$ cat config.mk
export PLATFORM = sky130hd
export DESIGN_NAME = sas_sequencer
export DESIGN_NICKNAME = d
export VERILOG_FILES = /design/src/design/sas_pkg.sv /design/src/design/sas_sequencer.sv
export SDC_FILE = /design/constraint.sdc
export NUM_CORES = 1
export LEC_CHECK = 0
export BUFFER_PORTS_ARGS = -buffer_cell sky130_fd_sc_hd__buf_4
export CELL_PAD_IN_SITES_DETAIL_PLACEMENT = 0
export CELL_PAD_IN_SITES_GLOBAL_PLACEMENT = 1
export CORE_ASPECT_RATIO = 0.7
export CORE_MARGIN = 1.5
export CORE_UTILIZATION = 37
export CTS_BUF_LIST = sky130_fd_sc_hd__clkbuf_4 sky130_fd_sc_hd__clkbuf_8 sky130_fd_sc_hd__clkbuf_16
export CTS_CLUSTER_DIAMETER = 150
export DETAILED_ROUTE_END_ITERATION = 12
export GPL_ROUTABILITY_DRIVEN = 0
export PLACE_DENSITY = 0.64
export SLEW_MARGIN = 0
export SYNTH_ARGS = -nofsm -noshare
export SYNTH_HDL_FRONTEND = slang
export SYNTH_SLANG_ARGS = --single-unit
$ cat constraint.sdc
create_clock -name ref_clk -period 10.3 [get_ports ref_clk]
set_input_delay 1.03 -clock ref_clk [delete_from_list [all_inputs] [get_ports ref_clk]]
set_output_delay 1.03 -clock ref_clk [all_outputs]
set_load 0.01 [all_outputs]
$ cat src/design/sas_pkg.sv
// Package for the converter sequencer: register offsets, reset values, fields, types.
// Assumes an 8051-style special function register port with 8-bit address and data.
package sas_pkg;

    localparam logic [7:0] off_sample_time = 8'hb4;
    localparam logic [7:0] off_scan_ctrl   = 8'hb5;
    localparam logic [7:0] off_clk_ctrl    = 8'hb6;
    localparam logic [7:0] off_result_hi   = 8'hb9;
    localparam logic [7:0] off_result_lo   = 8'hba;
    localparam logic [7:0] off_timing_one  = 8'hbb;
    localparam logic [7:0] off_timing_two  = 8'hbc;
    localparam logic [7:0] off_pin_sel_one = 8'hd9;
    localparam logic [7:0] off_pin_sel_two = 8'hda;
    localparam logic [7:0] off_pin_sel_thr = 8'hdb;
    localparam logic [7:0] off_pin_sel_fou = 8'hdc;
    localparam logic [7:0] off_ana_switch  = 8'hfe;

    localparam logic [7:0] rst_zero       = 8'h00;
    localparam logic [7:0] rst_timing_two = 8'h02;
    localparam logic [7:0] rst_ana_switch = 8'h1f;

    // Field positions
    localparam int start_bit      = 0;
    localparam int chan_lsb       = 1;
    localparam int chan_msb       = 5;
    localparam int ana_switch_adc = 0;
    localparam logic [4:0] chan_internal = 5'h1a;

    // Sampling phase is (setting + 1) * 4 converter clocks
    localparam logic [9:0] sample_mult = 10'h004;
    localparam int result_bits = 12;

    // Reference clock 250 MHz; converter clock is 8, 6, 4 or 3 MHz
    localparam int ref_clk_mhz = 250;
    localparam logic [7:0] div_code0 = 8'((ref_clk_mhz / 8) / 2);
    localparam logic [7:0] div_code1 = 8'((ref_clk_mhz / 6) / 2);
    localparam logic [7:0] div_code2 = 8'((ref_clk_mhz / 4) / 2);
    localparam logic [7:0] div_code3 = 8'((ref_clk_mhz / 3) / 2);

    typedef enum logic [1:0] {
        st_idle   = 2'b00,
        st_sample = 2'b01,
        st_convert = 2'b10,
        st_done   = 2'b11
    } sas_state_type;

    typedef struct packed {
        logic       wr;
        logic       rd;
        logic [7:0] addr;
        logic [7:0] wdata;
    } sas_req_type;

    typedef struct packed {
        logic       sample;
        logic [4:0] chan;
        logic [11:0] dac;
    } sas_ana_type;

endpackage : sas_pkg

$ cat src/design/sas_sequencer.sv
// Converter sequencer: registers, clock divider, sampling timer and 12-bit search.
// Assumes a same-clock register port and an asynchronous comparator input.
module sas_sequencer
    import sas_pkg::*;
(
    // Clock and reset
    input  wire logic                 ref_clk,
    input  wire logic                 rst,
    // Register port
    input  wire sas_pkg::sas_req_type req,
    output logic [7:0]                rdata,
    // Analog front end
    input  wire logic                 comp_in,
    output sas_pkg::sas_ana_type      ana,
    output logic                      adc_power_down,
    output logic [7:0]                timing_one_out,
    output logic [7:0]                timing_two_out,
    output logic [31:0]               pin_sel_out,
    // Interrupt flag request
    output logic                      conv_irq
);
    import sas_pkg::*;

    logic [7:0] sample_time_setting, scan_control, converter_clock_control;
    logic [7:0] sampling_timing_one, sampling_timing_two, analog_module_switch;
    logic [7:0] pin_sel [4];
    logic [11:0] result;
    logic [11:0] trial;
    logic [3:0]  bit_idx;
    logic [9:0]  sample_cnt;
    logic [7:0]  div_cnt;
    logic        adc_tick;
    logic        comp_s1, comp_s2, comp_s3, comp_val;
    sas_state_type state;

    // Register decode
    wire wr_spt  = req.wr && req.addr == off_sample_time;
    wire wr_scan = req.wr && req.addr == off_scan_ctrl;
    wire wr_clk  = req.wr && req.addr == off_clk_ctrl;
    wire wr_t1   = req.wr && req.addr == off_timing_one;
    wire wr_t2   = req.wr && req.addr == off_timing_two;
    wire wr_ana  = req.wr && req.addr == off_ana_switch;
    wire busy    = state != st_idle;
    wire powered = !analog_module_switch[ana_switch_adc];
    wire start_rise = wr_scan && req.wdata[start_bit] && !scan_control[start_bit]
                      && !busy && powered;
    wire [1:0] div_sel = converter_clock_control[1:0];
    wire [7:0] div_limit = (div_sel == 2'd0) ? div_code0 :
                           (div_sel == 2'd1) ? div_code1 :
                           (div_sel == 2'd2) ? div_code2 : div_code3;
    // Divider codes are half periods; a full tick period is twice (code + 1) reference clocks
    wire [7:0] div_top   = 8'({div_limit, 1'b1});
    wire [9:0] sample_len = 10'({2'b00, sample_time_setting} + 10'h001) * sample_mult;
    wire last_sample = sample_cnt == sample_len - 10'h001;
    wire [11:0] kept = comp_val ? trial : (trial & ~(12'h001 << bit_idx));

    // Converter clock divider, restarted at each scan
    always_ff @(posedge ref_clk or posedge rst)
        if (rst)
        begin
            div_cnt  <= 8'h00;
            adc_tick <= 1'b0;
        end
        else
        begin
            div_cnt  <= (start_rise || div_cnt >= div_top) ? 8'h00 : div_cnt + 8'h01;
            adc_tick <= !start_rise && div_cnt >= div_top;
        end

    // Comparator synchroniser; accepted once stages two and three agree
    always_ff @(posedge ref_clk or posedge rst)
        if (rst)
        begin
            comp_s1  <= 1'b0;
            comp_s2  <= 1'b0;
            comp_s3  <= 1'b0;
            comp_val <= 1'b0;
        end
        else
        begin
            comp_s1 <= comp_in;
            comp_s2 <= comp_s1;
            comp_s3 <= comp_s2;
            if (comp_s2 == comp_s3)
                comp_val <= comp_s3;
        end

    // Software registers
    always_ff @(posedge ref_clk or posedge rst)
        if (rst)
        begin
            sample_time_setting     <= rst_zero;
            converter_clock_control <= rst_zero;
            sampling_timing_one     <= rst_zero;
            sampling_timing_two     <= rst_timing_two;
            analog_module_switch    <= rst_ana_switch;
        end
        else
        begin
            if (wr_spt)
                sample_time_setting <= req.wdata;
            if (wr_clk)
                converter_clock_control <= {4'h0, req.wdata[3:0]};
            if (wr_t1)
                sampling_timing_one <= req.wdata;
            if (wr_t2)
                sampling_timing_two <= {1'b0, req.wdata[6:0]};
            if (wr_ana)
                analog_module_switch <= req.wdata;
        end

    // Pin function select registers
    genvar g;
    generate
        for (g = 0; g < 4; g++)
        begin : g_pin
            always_ff @(posedge ref_clk or posedge rst)
                if (rst)
                    pin_sel[g] <= rst_zero;
                else if (req.wr && req.addr == off_pin_sel_one + 8'(g))
                    pin_sel[g] <= req.wdata;
        end
    endgenerate

    // Scan control: channel locked while busy, start cleared by hardware
    always_ff @(posedge ref_clk or posedge rst)
        if (rst)
            scan_control <= rst_zero;
        else if (state == st_done)
            scan_control[start_bit] <= 1'b0;
        else if (wr_scan && !busy)
            scan_control <= {2'b00, req.wdata[chan_msb:chan_lsb], start_rise};

    // Sequencer: sample, then successive approximation, then publish
    always_ff @(posedge ref_clk or posedge rst)
        if (rst)
        begin
            state      <= st_idle;
            sample_cnt <= 10'h000;
            bit_idx    <= 4'h0;
            trial      <= 12'h000;
            result     <= 12'h000;
            conv_irq   <= 1'b0;
        end
        else
        begin
            conv_irq <= state == st_done;
            case (state)
                st_idle:
                    if (start_rise)
                    begin
                        state      <= st_sample;
                        sample_cnt <= 10'h000;
                    end
                st_sample:
                    if (adc_tick)
                    begin
                        sample_cnt <= sample_cnt + 10'h001;
                        if (last_sample)
                        begin
                            state   <= st_convert;
                            bit_idx <= 4'(result_bits - 1);
                            trial   <= 12'h800;
                        end
                    end
                st_convert:
                    if (adc_tick)
                    begin
                        if (bit_idx == 4'h0)
                        begin
                            result <= kept;
                            state  <= st_done;
                        end
                        else
                        begin
                            trial   <= kept | (12'h001 << (bit_idx - 4'h1));
                            bit_idx <= bit_idx - 4'h1;
                        end
                    end
                st_done:
                    state <= st_idle;
                default:
                    state <= st_idle;
            endcase
        end

    // Read data and analog drive, all registered
    always_ff @(posedge ref_clk or posedge rst)
        if (rst)
        begin
            rdata          <= 8'h00;
            ana            <= '0;
            adc_power_down <= 1'b1;
            timing_one_out <= rst_zero;
            timing_two_out <= rst_timing_two;
            pin_sel_out    <= 32'h0000_0000;
        end
        else
        begin
            ana.sample     <= state == st_sample;
            ana.chan       <= scan_control[chan_msb:chan_lsb];
            ana.dac        <= trial;
            adc_power_down <= !powered;
            timing_one_out <= sampling_timing_one;
            timing_two_out <= sampling_timing_two;
            pin_sel_out    <= {pin_sel[3], pin_sel[2], pin_sel[1], pin_sel[0]};
            case (req.addr)
                off_sample_time: rdata <= sample_time_setting;
                off_scan_ctrl:   rdata <= scan_control;
                off_clk_ctrl:    rdata <= converter_clock_control;
                off_result_hi:   rdata <= {4'h0, result[11:8]};
                off_result_lo:   rdata <= result[7:0];
                off_timing_one:  rdata <= sampling_timing_one;
                off_timing_two:  rdata <= sampling_timing_two;
                off_pin_sel_one: rdata <= pin_sel[0];
                off_pin_sel_two: rdata <= pin_sel[1];
                off_pin_sel_thr: rdata <= pin_sel[2];
                off_pin_sel_fou: rdata <= pin_sel[3];
                off_ana_switch:  rdata <= analog_module_switch;
                default:         rdata <= 8'h00;
            endcase
        end

endmodule // sas_sequencer

Word-level counts from Yosys, hierarchy flattened:

Cells that the tools add are included.

* output and inout bits: 76
* input bits: 21
* word-level logic and storage cells: 128
* register bits: 201

* $add $sub $neg: 5
* muxes and demuxes: 27
* shift operators: 2
* bitwise operators: 4
* $lt $le $gt $ge: 1
* equal/unequal tests: 25
* reductions and logical operators: 33

Operators by type and width (count)
* $eq A8 B8 Y1 const B: 12
* $pmux W8 S12: 1
* $mux W12: 5
* $pmux W12 S2: 1
* $shl A1 B4 Y12 const A: 2
* $mux W10: 2
* $pmux W10 S2: 1
* $mux W6: 3
* $add A8 B1 Y8 const B: 2
* $logic_and A1 B1 Y1: 16
* $mux W4: 4
* $and A12 B12 Y12: 1
* $ne A2 B2 Y1 const B: 6
* $not A12 Y12: 1
* $or A12 B12 Y12: 1
* $add A10 B1 Y10 const B: 1
* $eq A10 B10 Y1: 1
* $mux W2: 5
* $reduce_and A5 Y1: 2
* $sub A10 B1 Y10 const B: 1
* $ge A8 B7 Y1: 1
* $mux W8: 1
* $pmux W2 S4: 1
* $pmux W4 S2: 1
* 13 further kinds: 25

Depth between registers and ports, before layout:

* word-level depth: 8
* mapped depth: 11
* gate-level depth less buffers: 11

Worst setup path before layout:

No wires, ideal clock.

* kind: input port to flip-flop
* start point: input req[14] (netlist bit)
* end point: register sample_cnt[9]
* path buffers: 0
* data required time: 10173 ps
* data arrival time: 2849 ps
* cell stages on the path: 8
* setup slack: 7324 ps
* setup time: 127 ps
* cell sequence: nand3b_4 nor4_4 nand4_4 a211oi_4 nand4_4 nor4_4 xnor2_1 nor2_2

* longest elaborated chain between the ends: 8

Ends and longest elaborated chain
* from (decl): RTL line sas_sequencer.sv:10 `input wire sas_pkg::sas_req_type req,`
* $eq A8 B8 Y1: RTL line sas_sequencer.sv:38 `wire wr_scan = req.wr && req.addr == off_scan_ctrl;`
* $logic_and A1 B1 Y1: RTL line sas_sequencer.sv:38
* $logic_and A1 B1 Y1 (2 in a row): RTL line sas_sequencer.sv:45 `wire start_rise = wr_scan && req.wdata[start_bit] && !scan_control[start_bit]`
* $logic_and A1 B1 Y1 (2 in a row): RTL line sas_sequencer.sv:46 `&& !busy && powered;`
* $ne A2 B2 Y1 (no source line)
* $reduce_and A3 Y1 (no source line)
* to (signal assigned): RTL line sas_sequencer.sv:158 `sample_cnt <= sample_cnt + 10'h001;`
* to (decl): RTL line sas_sequencer.sv:30 `logic [9:0] sample_cnt;`

Every way passes these cells.
A chain may end at the register's enable or synchronous reset.

Worst setup path in the final report:

* start point: register sample_time_setting[1]
* end point: register trial[7]

* longest elaborated chain between the ends: 5

Ends and longest elaborated chain
* from (decl): RTL line sas_sequencer.sv:24 `logic [7:0] sample_time_setting, scan_control, converter_clock_control;`
* from (signal assigned): RTL line sas_sequencer.sv:92 `sample_time_setting <= rst_zero;`
* from (signal assigned): RTL line sas_sequencer.sv:101 `sample_time_setting <= req.wdata;`
* $add A8 B1 Y8: RTL line sas_sequencer.sv:53 `wire [9:0] sample_len = 10'({2'b00, sample_time_setting} + 10'h001) * sample_mult;`
* $sub A10 B1 Y10: RTL line sas_sequencer.sv:54 `wire last_sample = sample_cnt == sample_len - 10'h001;`
* $eq A10 B10 Y1: RTL line sas_sequencer.sv:54
* $ne A2 B2 Y1 (no source line)
* $reduce_and A5 Y1 (no source line)
* to (signal assigned): RTL line sas_sequencer.sv:176 `trial <= kept | (12'h001 << (bit_idx - 4'h1));`
* to (decl): RTL line sas_sequencer.sv:28 `logic [11:0] trial;`

Every way passes these cells.

==> reports/results.md <==
| Stage | Parameter | This run |
|:---|:---|:---|
| outcome | Outcome | finished clean |
| die | # IOs | 97 |
| pwr | Power Density | 212.3 mW/mm² |
| drt | Post-DR wirelength/cell | 19.32 µm |
| worst setup path | Required time of the worst setup path | 10.65 ns |
| worst setup path | Critical-path maximum fanout | 22 |
| hold path | Worst hold-check path type | flop to flop |
| timing | Final hold viol count | 0 |
| synthesis | Primary FF master, synth | sky130_fd_sc_hd__dfrtp_1 |
| synthesis | Post-Syn Area | 0.008656 mm² |
| clock tree | CTS tree | built |
| die | Die Span X | 185.8 µm |
| clock tree | Number of buffers inserted by post-CTS setup repair | 0 |
| clock tree | CTS Hold Buffers Added | 0 |
| finish | Ant diodes | 0 |
| finish | Final design utilization | 0.4598 |
| timing | Timing-limited maximum frequency | 0.3193 GHz |
| finish | Area overhead of the layout relative to synthesis | 21.06% |
| synthesis | Number of synthesized register bits | 201 |
| grt | Remaining global-route overflow | 0 |
| worst setup path | Worst Setup End Kind | flop |
| finish | FILL cells | 2138 |
| timing | Worst-case headroom to the max-slew limit | 0.3637 |
| synthesis | Largest cells by area after synthesis | sky130_fd_sc_hd__dfrtp_1 56%, sky130_fd_sc_hd__mux2_2 10%, sky130_fd_sc_hd__ha_1 3.6% |
| drt | Number of routed nets with antenna violations | 0 |
| worst setup path | CP Data Arrival Time | 3.48 ns |
| die | Die Span Y | 131.0 µm |
| synthesis | Share of async-settable or async-resettable flops after synthesis | 1.000 |
| clock tree | Clock network latency to the later pin of the worst-skew pair | 0.50 ns |
| drt | Post-DR vias/cell | 5.291 |
| synthesis | Cells after Synth | 706 |
| placement | Count of port buffers added during placement | 94 |
| pwr | Highest ir drop seen on vdd | 0.1011 mV |
| clock tree | Gates resized, CTS repair | 0 |
| timing | Period utilization | 0.3040 |
| finish | Fraction of final layout cells with drive strength greater than 1 | 0.2974 |
| synthesis | Syn Area/Cell | 12.26 µm² |
| grt | GRT Util Overall | 0.1843 |
| worst setup path | Reg-to-reg setup timing slack | 7.17 ns |
| clock tree | CTS buffer count | 21 |
| worst setup path | Critical path class | flop to flop |
| clock tree | CTS Sinks | 201 |
| drt | Aggregate routed wire length | 21810 µm |
| grt | Global-route wire length before repair | 34510 µm |
| clock tree | Clock buffer depth | 3 |
| timing | Setup Total Neg Slack | 0 ns |
| worst setup path | Beginning of the critical path | sample_time_setting[1] |
| synthesis | Number of synthesized flops with an enable pin | 0 |
| timing | Final setup violation count | 0 |
| grt | Largest net degree at the start of global routing | 124 |
| worst setup path | Last element of the critical path | trial[7] |
| die | Area enclosed by the die boundary | 0.02434 mm² |
| timing | Post-route minimum period | 3.132 ns |
| placement | DPL Wire Length | 15850 µm |
| flow run | Number of violations of the max-capacitance limit | 0 |
| drt | Starting DRC count in detailed routing | 409 |
| worst setup path | R2r endpoint | trial[7] |
| timing | Slew at the pin closest to its max-slew limit | 0.9545 ns |
| grt | Antenna violations before repair | 1 |
| grt | Vias in the first global route | 6012 |
| clock tree | Clk pin slew, worst setup/hold paths | 0.07 ns |
| die | Num rows | 46 |
| drt | Count of TritonRoute iterations in the first routing pass | 5 |
| synthesis | Post-synthesis cell type count | 71 |
| drt | Total number of vias | 5973 |
| die | Initial standard-cell utilization of the core | 0.3798 |
| timing | Final clock skew | 0.009392 ns |
| clock tree | CTS Root Cell | sky130_fd_sc_hd__clkbuf_16 |
| synthesis | Leading area contributor after synthesis | sky130_fd_sc_hd__dfrtp_1 |
| die | Placeable Area | 0.02279 mm² |
| worst setup path | Number of cells on the worst reg-to-reg path | 10 |
| synthesis | Share of the yosys chip area belonging to registers | 0.5822 |
| worst setup path | Crit path launch type | flop |
| synthesis | Area fraction of the dominant cell type after synthesis | 0.5580 |
| clock tree | Count of H-tree levels built during CTS | 1 |
| timing | Setup repair after global routing missed its margin | false |
| finish | Post-layout net count | 848 |
| worst setup path | Startpoint of the lowest-slack register-to-register path | sample_time_setting[1] |
| drt | Final routed DRC violation total | 0 |
| synthesis | Syn nets | 752 |
| timing | Final max-slew violation count | 0 |
| synthesis | Count of synthesis-stage warnings from yosys | 0 |
| pwr | Standby leakage power | 5.075 nW |
[sequential cells by signal, summed over array words and instances, names as in the netlist, 4 cells and up]
register,flops
pin_sel,32
pin_sel_out,32
ana,18
result,12
trial,12
sample_cnt,10
analog_module_switch,8
div_cnt,8
rdata,8
sample_time_setting,8
sampling_timing_one,8
timing_one_out,8
sampling_timing_two,7
timing_two_out,7
scan_control,6
bit_idx,4
converter_clock_control,4
[stage by stage]
| step | worst slack [ns] | instances | power (mW) | hold WS, ns | instance area (µm²) |
|---|---|---|---|---|---|
| 6_report | 7.169 | 1129 | 2.224 | 0.3465 | 10480 |
| 5_1_grt | 6.874 | 1129 | 2.340 | 0.3615 | 10480 |
| 4_1_cts | 7.181 | 1129 | 2.246 | 0.3496 | 10480 |
| 3_5_place_dp | 6.701 | 1091 | 1.376 | 0.3356 | 9688 |
| 3_3_place_gp | 6.755 | 1091 | 1.360 | 0.3335 | 9688 |
| 2_1_floorplan | 3.801 | 706 | 1.227 | 0.3312 | 8656 |
[kinds of logic (layout without fill, tap and decap cells)]
family | after synthesis | after routing | synth area share
buffers and inverters | 52 | 163 | 0.02428
AND/OR/NAND/NOR | 210 | 210 | 0.1288
other | 1 | 1 | 0.0004332
adder cells (fa/ha/maj) | 26 | 26 | 0.03729
XOR/XNOR | 26 | 26 | 0.02631
flip-flops | 201 | 201 | 0.5822
multiplexers | 84 | 84 | 0.1091
AO/OA/AOI/OAI | 106 | 106 | 0.09150
[cells in the final DEF, fill, tap and decap left out, types with 4 or more instances in the layout]
cell | netlist | routed
sky130_fd_sc_hd__dfrtp_1 | 193 | 193
sky130_fd_sc_hd__buf_4 | 1 | 100
sky130_fd_sc_hd__mux2_2 | 79 | 79
sky130_fd_sc_hd__nand2_1 | 62 | 62
sky130_fd_sc_hd__nor2_1 | 43 | 43
sky130_fd_sc_hd__nand3_1 | 29 | 29
sky130_fd_sc_hd__o21ai_0 | 25 | 25
sky130_fd_sc_hd__ha_1 | 25 | 25
sky130_fd_sc_hd__inv_1 | 25 | 24
sky130_fd_sc_hd__clkbuf_16 | 0 | 21
sky130_fd_sc_hd__xnor2_1 | 15 | 15
sky130_fd_sc_hd__nor3_1 | 13 | 13
sky130_fd_sc_hd__a222oi_1 | 13 | 13
sky130_fd_sc_hd__a22o_1 | 11 | 11
sky130_fd_sc_hd__xor2_1 | 11 | 11
sky130_fd_sc_hd__a21oi_1 | 8 | 8
sky130_fd_sc_hd__a22oi_1 | 8 | 8
sky130_fd_sc_hd__dfstp_2 | 8 | 8
sky130_fd_sc_hd__nand4_1 | 7 | 7
sky130_fd_sc_hd__or3_1 | 7 | 7
sky130_fd_sc_hd__and3_1 | 6 | 6
sky130_fd_sc_hd__bufinv_16 | 0 | 6
sky130_fd_sc_hd__a31oi_1 | 5 | 5
sky130_fd_sc_hd__or2_2 | 5 | 5
sky130_fd_sc_hd__a221oi_1 | 5 | 5
sky130_fd_sc_hd__a21o_1 | 5 | 5
sky130_fd_sc_hd__nand2b_1 | 4 | 4
sky130_fd_sc_hd__nor4_1 | 4 | 4
sky130_fd_sc_hd__nor2b_1 | 4 | 4
sky130_fd_sc_hd__mux2i_1 | 4 | 4
sky130_fd_sc_hd__o221ai_1 | 4 | 4
sky130_fd_sc_hd__clkbuf_4 | 0 | 4
[where the power goes]
group,switching (mW),internal (mW)
Clock,0.317,0.545
Combinational,0.254,0.163
Sequential,0.0791,0.867
[layout make-up]
cell class / count / area (µm²) / area share
flip-flops and latches: 201 / 5040 / 0.4810
multi-input cells: 453 / 3406 / 0.3250
repair buffers: 100 / 750.7 / 0.07164
clock buffers: 26 / 569.3 / 0.05433
well taps: 312 / 390.4 / 0.03725
clock inverters: 12 / 221.5 / 0.02113
inverters: 25 / 101.3 / 0.009672
[synthesized netlist by cell type (3+ instances only)]
master	count
sky130_fd_sc_hd__mux2i_1	4
sky130_fd_sc_hd__a22o_1	11
sky130_fd_sc_hd__a221oi_1	5
sky130_fd_sc_hd__dfrtp_1	193
sky130_fd_sc_hd__a41oi_1	3
sky130_fd_sc_hd__nand4_1	7
sky130_fd_sc_hd__or2_2	5
sky130_fd_sc_hd__a22oi_1	8
sky130_fd_sc_hd__mux2_2	79
sky130_fd_sc_hd__o21ai_0	25
sky130_fd_sc_hd__nor4_1	4
sky130_fd_sc_hd__ha_1	25
sky130_fd_sc_hd__nand2_1	62
sky130_fd_sc_hd__a21oi_1	8
sky130_fd_sc_hd__a31oi_1	5
sky130_fd_sc_hd__nor3b_1	3
sky130_fd_sc_hd__or3_1	7
sky130_fd_sc_hd__xnor2_1	15
sky130_fd_sc_hd__buf_2	8
sky130_fd_sc_hd__nor2b_1	4
sky130_fd_sc_hd__o221ai_1	4
sky130_fd_sc_hd__dfstp_2	8
sky130_fd_sc_hd__and3_1	6
sky130_fd_sc_hd__nand2b_1	4
sky130_fd_sc_hd__nand3_1	29
sky130_fd_sc_hd__inv_1	25
sky130_fd_sc_hd__a222oi_1	13
sky130_fd_sc_hd__nor3_1	13
sky130_fd_sc_hd__xor2_1	11
sky130_fd_sc_hd__nor2_1	43
sky130_fd_sc_hd__buf_1	5
sky130_fd_sc_hd__and2_1	3
sky130_fd_sc_hd__a21o_1	5
sky130_fd_sc_hd__clkbuf_1	12
[worst min path at each step]
| stage | from | end | slack (ns) | depth (start not counted) |
|---|---|---|---|---|
| after floorplan | comp_s1 | comp_s2 | 0.33 | 0 |
| after global placement | comp_s1 | comp_s2 | 0.33 | 0 |
| after detailed placement | comp_s1 | comp_s2 | 0.34 | 0 |
| after CTS | comp_s1 | comp_s2 | 0.35 | 0 |
| after global routing | comp_s1 | comp_s2 | 0.36 | 0 |
| final | comp_s1 | comp_s2 | 0.35 | 0 |
[per-layer routing]
metal	GRT usage	vias up	part of all wire	wire, µm
met4	0.03226	2	0.014	305
met5	0	-	0.00060	13
met3	0.03049	30	0.061	1321
met1	0.2760	3035	0.49	10680
met2	0.2840	168	0.44	9491
li1	-	2738	-	-
[critical path, stage by stage, from the launching register on]
cell and delay (ns):
sky130_fd_sc_hd__dfrtp_1 0.54, sky130_fd_sc_hd__ha_1 0.41, sky130_fd_sc_hd__nand2_1 0.11, sky130_fd_sc_hd__o31a_1 0.36, sky130_fd_sc_hd__o21ai_0 0.23, sky130_fd_sc_hd__and3_1 0.20, sky130_fd_sc_hd__o2111ai_1 0.14, sky130_fd_sc_hd__o21ai_1 0.15
sky130_fd_sc_hd__buf_4 0.25, sky130_fd_sc_hd__and2_0 0.40, sky130_fd_sc_hd__o221ai_1 0.16
Note: power is estimated with default switching activity, not from simulation.
